[src/rtl/rail_ctrl_pkg.sv]
// Rail control register group: offsets, field layout, reset values.
// Assumes a one-clock device with an internal byte-wide register port.
package rail_ctrl_pkg;

   localparam int ADDR_W = 8;
   localparam int DATA_W = 8;
   localparam int RAIL_CNT = 4;
   localparam int ON_CNT = 5;

   // Register offsets
   localparam logic [7:0] OFS_RAIL_ENABLE = 8'h05;
   localparam logic [7:0] OFS_RAIL1_VCODE = 8'h07;
   localparam logic [7:0] OFS_RAIL2_VCODE = 8'h08;
   localparam logic [7:0] OFS_RAIL3_VCODE = 8'h09;
   localparam logic [7:0] OFS_RAIL4_VCODE = 8'h0a;
   localparam logic [7:0] OFS_RAIL_PHASE = 8'h0b;

   // Enable register fields
   localparam int POS_FORCE_OFF = 5;
   localparam int POS_LINEAR_ON = 0;
   localparam int POS_RAIL1_ON = 1;
   localparam int POS_RAIL4_ON = 4;
   localparam logic [4:0] RST_RAIL_ON = 5'h1f;
   localparam logic RST_FORCE_OFF = 1'b0;

   // Voltage code reset values
   localparam logic [7:0] RST_RAIL1_VCODE = 8'h3c;
   localparam logic [7:0] RST_RAIL2_VCODE = 8'h0f;
   localparam logic [7:0] RST_RAIL3_VCODE = 8'h3c;
   localparam logic [7:0] RST_RAIL4_VCODE = 8'h28;
   localparam logic [3:0][7:0] RST_VCODES =
      {RST_RAIL4_VCODE, RST_RAIL3_VCODE, RST_RAIL2_VCODE, RST_RAIL1_VCODE};

   // Fixed phase offsets, 0/90/180/270 degrees as codes 0..3
   localparam logic [1:0] PHASE_RAIL4 = 2'h3;
   localparam logic [1:0] PHASE_RAIL3 = 2'h2;
   localparam logic [1:0] PHASE_RAIL2 = 2'h1;
   localparam logic [1:0] PHASE_RAIL1 = 2'h0;
   localparam logic [7:0] PHASE_WORD =
      {PHASE_RAIL4, PHASE_RAIL3, PHASE_RAIL2, PHASE_RAIL1};

   typedef struct packed {
      logic pin_meta;
      logic pin_sync;
      logic force_off;
      logic [4:0] rail_on;
      logic [3:0][7:0] vcode;
      logic [7:0] rdata;
      logic shut_start;
   } ctrl_state_s;

   typedef struct packed {
      logic wr;
      logic rd;
      logic [7:0] addr;
      logic [7:0] wdata;
   } reg_req_s;

endpackage : rail_ctrl_pkg

[src/rtl/rail_ctrl_regs.sv]
// Rail enable, forced shutdown, voltage code and phase registers.
// Assumes a serial bus engine on sys_clk drives the register port; the
// enable pin is asynchronous and is synchronised here.

// Behaviour
// - Setting the force-off bit while enable pin is high starts shutdown.
// - Force-off bit clears when enable pin is low; resets to zero.
// - Rail1 code is 8-bit RW, base 2.1 V, 20 mV step, reset 0x3c.
// - Rail2 code is 8-bit RW, base 1.5 V, 20 mV step, reset 0x0f.
// - Rail3 code is 8-bit RW, base 0.9 V, 5 mV step, reset 0x3c.
// - Rail4 code is 8-bit RW, base 0.8 V, 5 mV step, reset 0x28.
// - Every voltage code stores and reads back any value unclamped.
// - Two-bit phase codes 0..3 mean 0, 90, 180, 270 degrees.
// - Phase fields read-only: 3,2,1,0 for rails four down to one.
module rail_ctrl_regs
(
   // Clock and reset
   input wire logic sys_clk,
   input wire logic reset,
   // Register port
   input wire rail_ctrl_pkg::reg_req_s reg_req,
   output logic [7:0] reg_rdata,
   // External enable pin
   input wire logic enable_pin,
   // Rail controls
   output logic [4:0] rail_on,
   output logic [3:0][7:0] rail_vcode,
   output logic [7:0] rail_phase,
   output logic shutdown_req,
   output logic shutdown_start
);
   import rail_ctrl_pkg::*;

   ctrl_state_s state_ff;
   ctrl_state_s nxt_state;

   always_comb
   begin
      nxt_state = state_ff;
      nxt_state.pin_meta = enable_pin;
      nxt_state.pin_sync = state_ff.pin_meta;
      if (reg_req.wr)
      begin
         case (reg_req.addr)
            OFS_RAIL_ENABLE:
            begin
               nxt_state.rail_on = reg_req.wdata[POS_RAIL4_ON:POS_LINEAR_ON];
               nxt_state.force_off = reg_req.wdata[POS_FORCE_OFF];
            end
            OFS_RAIL1_VCODE: nxt_state.vcode[0] = reg_req.wdata;
            OFS_RAIL2_VCODE: nxt_state.vcode[1] = reg_req.wdata;
            OFS_RAIL3_VCODE: nxt_state.vcode[2] = reg_req.wdata;
            OFS_RAIL4_VCODE: nxt_state.vcode[3] = reg_req.wdata;
            default: nxt_state.rail_on = state_ff.rail_on;
         endcase
      end
      if (!state_ff.pin_sync)
      begin
         nxt_state.force_off = 1'b0;
      end
      // Read data holds until the next read
      nxt_state.rdata = state_ff.rdata;
      if (reg_req.rd)
      begin
         case (reg_req.addr)
            OFS_RAIL_ENABLE: nxt_state.rdata =
               {2'h0, state_ff.force_off, state_ff.rail_on};
            OFS_RAIL1_VCODE: nxt_state.rdata = state_ff.vcode[0];
            OFS_RAIL2_VCODE: nxt_state.rdata = state_ff.vcode[1];
            OFS_RAIL3_VCODE: nxt_state.rdata = state_ff.vcode[2];
            OFS_RAIL4_VCODE: nxt_state.rdata = state_ff.vcode[3];
            OFS_RAIL_PHASE: nxt_state.rdata = PHASE_WORD;
            default: nxt_state.rdata = 8'h00;
         endcase
      end
      // request delayed, reads only the second sync flop
      nxt_state.shut_start = state_ff.force_off && state_ff.pin_sync;
   end

   always_ff @(posedge sys_clk)
   begin
      if (reset)
      begin
         state_ff.pin_meta <= 1'b0;
         state_ff.pin_sync <= 1'b0;
         state_ff.force_off <= RST_FORCE_OFF;
         state_ff.rail_on <= RST_RAIL_ON;
         state_ff.vcode <= RST_VCODES;
         state_ff.rdata <= 8'h00;
         state_ff.shut_start <= 1'b0;
      end
      else
      begin
         state_ff <= nxt_state;
      end
   end

   assign reg_rdata = state_ff.rdata;
   assign rail_on = state_ff.rail_on;
   assign rail_vcode = state_ff.vcode;
   assign rail_phase = PHASE_WORD;
   assign shutdown_req = state_ff.force_off && state_ff.pin_sync;
   // start pulse, first cycle of a request
   assign shutdown_start = shutdown_req && !state_ff.shut_start;
endmodule : rail_ctrl_regs

[config.mk]
export PLATFORM = sky130hd
export DESIGN_NAME = rail_ctrl_regs
export DESIGN_NICKNAME = d
export VERILOG_FILES = /design/src/rtl/rail_ctrl_pkg.sv /design/src/rtl/rail_ctrl_regs.sv
export SDC_FILE = /design/constraint.sdc
export NUM_CORES = 1
export LEC_CHECK = 0
export BUFFER_PORTS_ARGS = -buffer_cell sky130_fd_sc_hd__buf_2
export CAP_MARGIN = 10
export CELL_PAD_IN_SITES_DETAIL_PLACEMENT = 0
export CELL_PAD_IN_SITES_GLOBAL_PLACEMENT = 1
export CORE_MARGIN = 1
export CORE_UTILIZATION = 30
export CTS_CLUSTER_SIZE = 20
export DETAILED_ROUTE_END_ITERATION = 10
export GPL_TIMING_DRIVEN = 0
export PLACE_DENSITY = 0.66
export SYNTH_ARGS = -nofsm -noshare
export SYNTH_HDL_FRONTEND = slang
export SYNTH_SLANG_ARGS = --single-unit
export TNS_END_PERCENT = 10
[constraint.sdc]
create_clock -name sys_clk -period 2.8 [get_ports sys_clk]
set_input_delay 0.56 -clock sys_clk [delete_from_list [all_inputs] [get_ports sys_clk]]
set_output_delay 0.56 -clock sys_clk [all_outputs]
set_load 0.03 [all_outputs]
==> results.ini <==
[run_status]
outcome = complete, no violations

[setup_path]
critical_path.top_delay_family = simple AND/OR/NAND/NOR gates
critPathRequiredTime_ns = 3.05
critical_path_buf_inv_count = 2
path_class = in -> reg
critPathLaunchType = primary input
slowest_stage = nor3_1
cp.arrival_ns = 2.54
cpPeakStageDelay_ns = 0.74
reg2reg_slack_ns = 1.55
regToRegEndpoint = reg_rdata[2]
r2r_start = rail_vcode[2]
worst-path-max-fanout = 7
path_cells = buf_2 -> or4_4 -> buf_6 -> nor3_1 -> o221ai_1 -> nand3_1
crit_path_end_kind = flip-flop
reg2regPathDepth = 4

[die]
dieArea_um2 = 8860
start_util_pct = 31.0
die_h_um = 94.2
ios = 76
coreArea_um2 = 8220
die_w_um = 94.2
rows = 33

[yosys]
synthArstFlopShare_pct = 0
synth_top_area_share_pct = 38.5
synth_flop_cell = dfxtp_1
synth.most_common_cell = buf_4
syn_inst = 279
synth_edf_count = 0
syn_area_um2 = 2550
ys_seq_elements = 49
synth_cell_types = 36
synth_top_area_cell = dfxtp_1
synth_area_leaders = dfxtp_1, buf_4, mux2i_1, a211o_1, nor2_1
synth_area_per_cell_um2 = 9.13
ys_warn_count = 0
yosysSeqAreaShare_pct = 38.5
synthTopCellsByCount = buf_4, dfxtp_1, nor2_1, mux2i_1, a211o_1

[routing]
routed_wl_um = 6640
num_vias = 2103
drt-pass1-iter-count = 4
drc = 0
vias_per_cell = 4.53
drt_iter0_markers = 85
avgRoutedWirePerCell_um = 14.3
ant_nets = 0

[run]
drv_cap = 0

[timing]
finalHoldViolCount = 0
setup_viol = 0
drv_slew = 0
min_period_ns = 2.29
rsz0062_at_grt = no
max_slew_margin_pct = 39.0
finalSetupTns_ns = 0
fin_skew_ns = 0.00561
fin_crit_sh_pct = 81.9
max_freq_mhz = 436
worst_slew_pin_slew_ns = 0.907

[final_layout]
antenna_cells = 0
final_cell_area_um2 = 3130
fillers = 892
drive_gt1_share_pct = 39.3
syn_to_final_growth_pct = 23.0
fin_nets = 379
stdcell_count = 464

[cts]
cts.sinks = 49
hold_buffers = 0
ctsRootBufferMaster = clkbuf_8
htreeDepth = 2
clk_path_buf_depth = 2
clkSlewWorstSetupHoldPaths_ns = 0.09
cts_made_buffers = 5
tritoncts = done
post-cts-setup-buffers = 0
clock_latency_ns = 0.30
cts_resized = 0

[placed_design]
place_inst = 456
placed_area_um2 = 3030
gp_congestion = 0.774
place.port_buffers = 66
place_hpwl_um = 4880

[hold_path]
hold_path.class = reg -> reg
min-delay-start = reg_rdata[1]
hold_end = reg_rdata[1]
min_delay_path_depth = 2

[global_routing]
antenna_found_initial = 0
use_met1_pct = 19.8
grt_first_pass_wirelength_um = 10300
grt_overflow = 0
grt_max_degree = 15
grt_pass1_vias = 2002
grt_busiest_layer = met2
gr-usage-met3_pct = 2.99
track_usage_pct = 15.5
use_met2_pct = 26.5

[pwr]
p_leak_nw = 1.43
power_density_nw_per_um2 = 405
ir_worst_vdd_uv = 160

## logic make-up after synthesis
family	count (synthesis)	synth area share, %
muxes	31	12.5
buffers and inverters	75	19.5
AOI/OAI and AO/OA	40	12.9
other	2	0.295
DFF	49	38.5
and+or+nand+nor	82	16.3
## power by group
part	leakage [nW]	switching, W	internal [W]
Clock	0.0542	0.000230	0.000223
Combinational	0.982	0.0000748	0.0000409
Sequential	0.396	0.00000135	0.000699
## flip-flops by register name, summed over array words and instances (netlist names)
register and cells:
nxt_state 1, rail_on 5, rail_vcode 32, reg_rdata 8, state_ff 3
## layout by cell type (no fill, tap or decap), types with 2 or more instances in the layout
| master | synthesis | layout |
|---|---|---|
| a211o_1 | 19 | 19 |
| nand3_1 | 4 | 4 |
| mux2_2 | 6 | 6 |
| nand2_1 | 14 | 14 |
| o2bb2ai_1 | 4 | 4 |
| nor2b_1 | 16 | 16 |
| conb_1 | 2 | 8 |
| or4_4 | 2 | 2 |
| a22oi_1 | 6 | 6 |
| clkbuf_8 | 0 | 7 |
| nor3_1 | 4 | 4 |
| inv_1 | 8 | 8 |
| a31oi_1 | 2 | 2 |
| o221ai_1 | 2 | 2 |
| buf_1 | 3 | 3 |
| buf_2 | 2 | 68 |
| buf_6 | 2 | 2 |
| clkbuf_1 | 7 | 7 |
| dfxtp_1 | 49 | 49 |
| buf_4 | 53 | 53 |
| o21ai_0 | 2 | 2 |
| nand2b_1 | 3 | 3 |
| nor2_1 | 31 | 31 |
| mux2i_1 | 25 | 25 |
## worst max-delay path by stage
stage | from | to | depth (start not counted)
2_1_floorplan | reg_req[13] | rail_vcode[18] | 5
3_3_place_gp | reg_req[9] | rail_vcode[29] | 6
3_5_place_dp | reg_req[13] | rail_vcode[8] | 7
4_1_cts | reg_req[13] | reg_rdata[7] | 6
5_1_grt | reg_req[13] | rail_vcode[8] | 7
6_report | reg_req[13] | reg_rdata[7] | 6
## metal layers
| layer | vias up | share of wire (%) |
|---|---|---|
| li1 | 1059 | - |
| met1 | 971 | 44 |
| met2 | 68 | 48 |
| met3 | 5 | 7.2 |
| met4 | 0 | 0.68 |
| met5 | - | 0 |
## tightest hold or removal path, cell delays in order (launching register included)
cell and delay (ns):
dfxtp_1 0.32, nand2_1 0.05, nand2_1 0.04
## layout make-up
class                      instances  area [um^2]  share of cell area, %
clock inverter                     1         5.00                  0.160
inverter                           8         30.0                  0.958
sequential                        49          981                   31.3
clock buffer                       7         96.3                   3.08
tap                              105          131                   4.19
buffer                            67          468                   14.9
multi-input combinational        161         1090                   34.8
timing repair buffer              66          330                   10.5
## stage by stage
stage	hold WS (ns)	utilization (%)	setup WS (ns)	total power [W]
floorplan	0.414	-	0.524	0.000790
global placement	0.422	36.9	0.231	0.000832
detailed placement	0.433	36.9	0.212	0.000833
CTS	0.446	38.1	0.545	0.00128
global route	0.469	38.1	0.411	0.00132
finish	0.443	38.1	0.506	0.00127
Note: power is estimated with default switching activity, not from simulation.
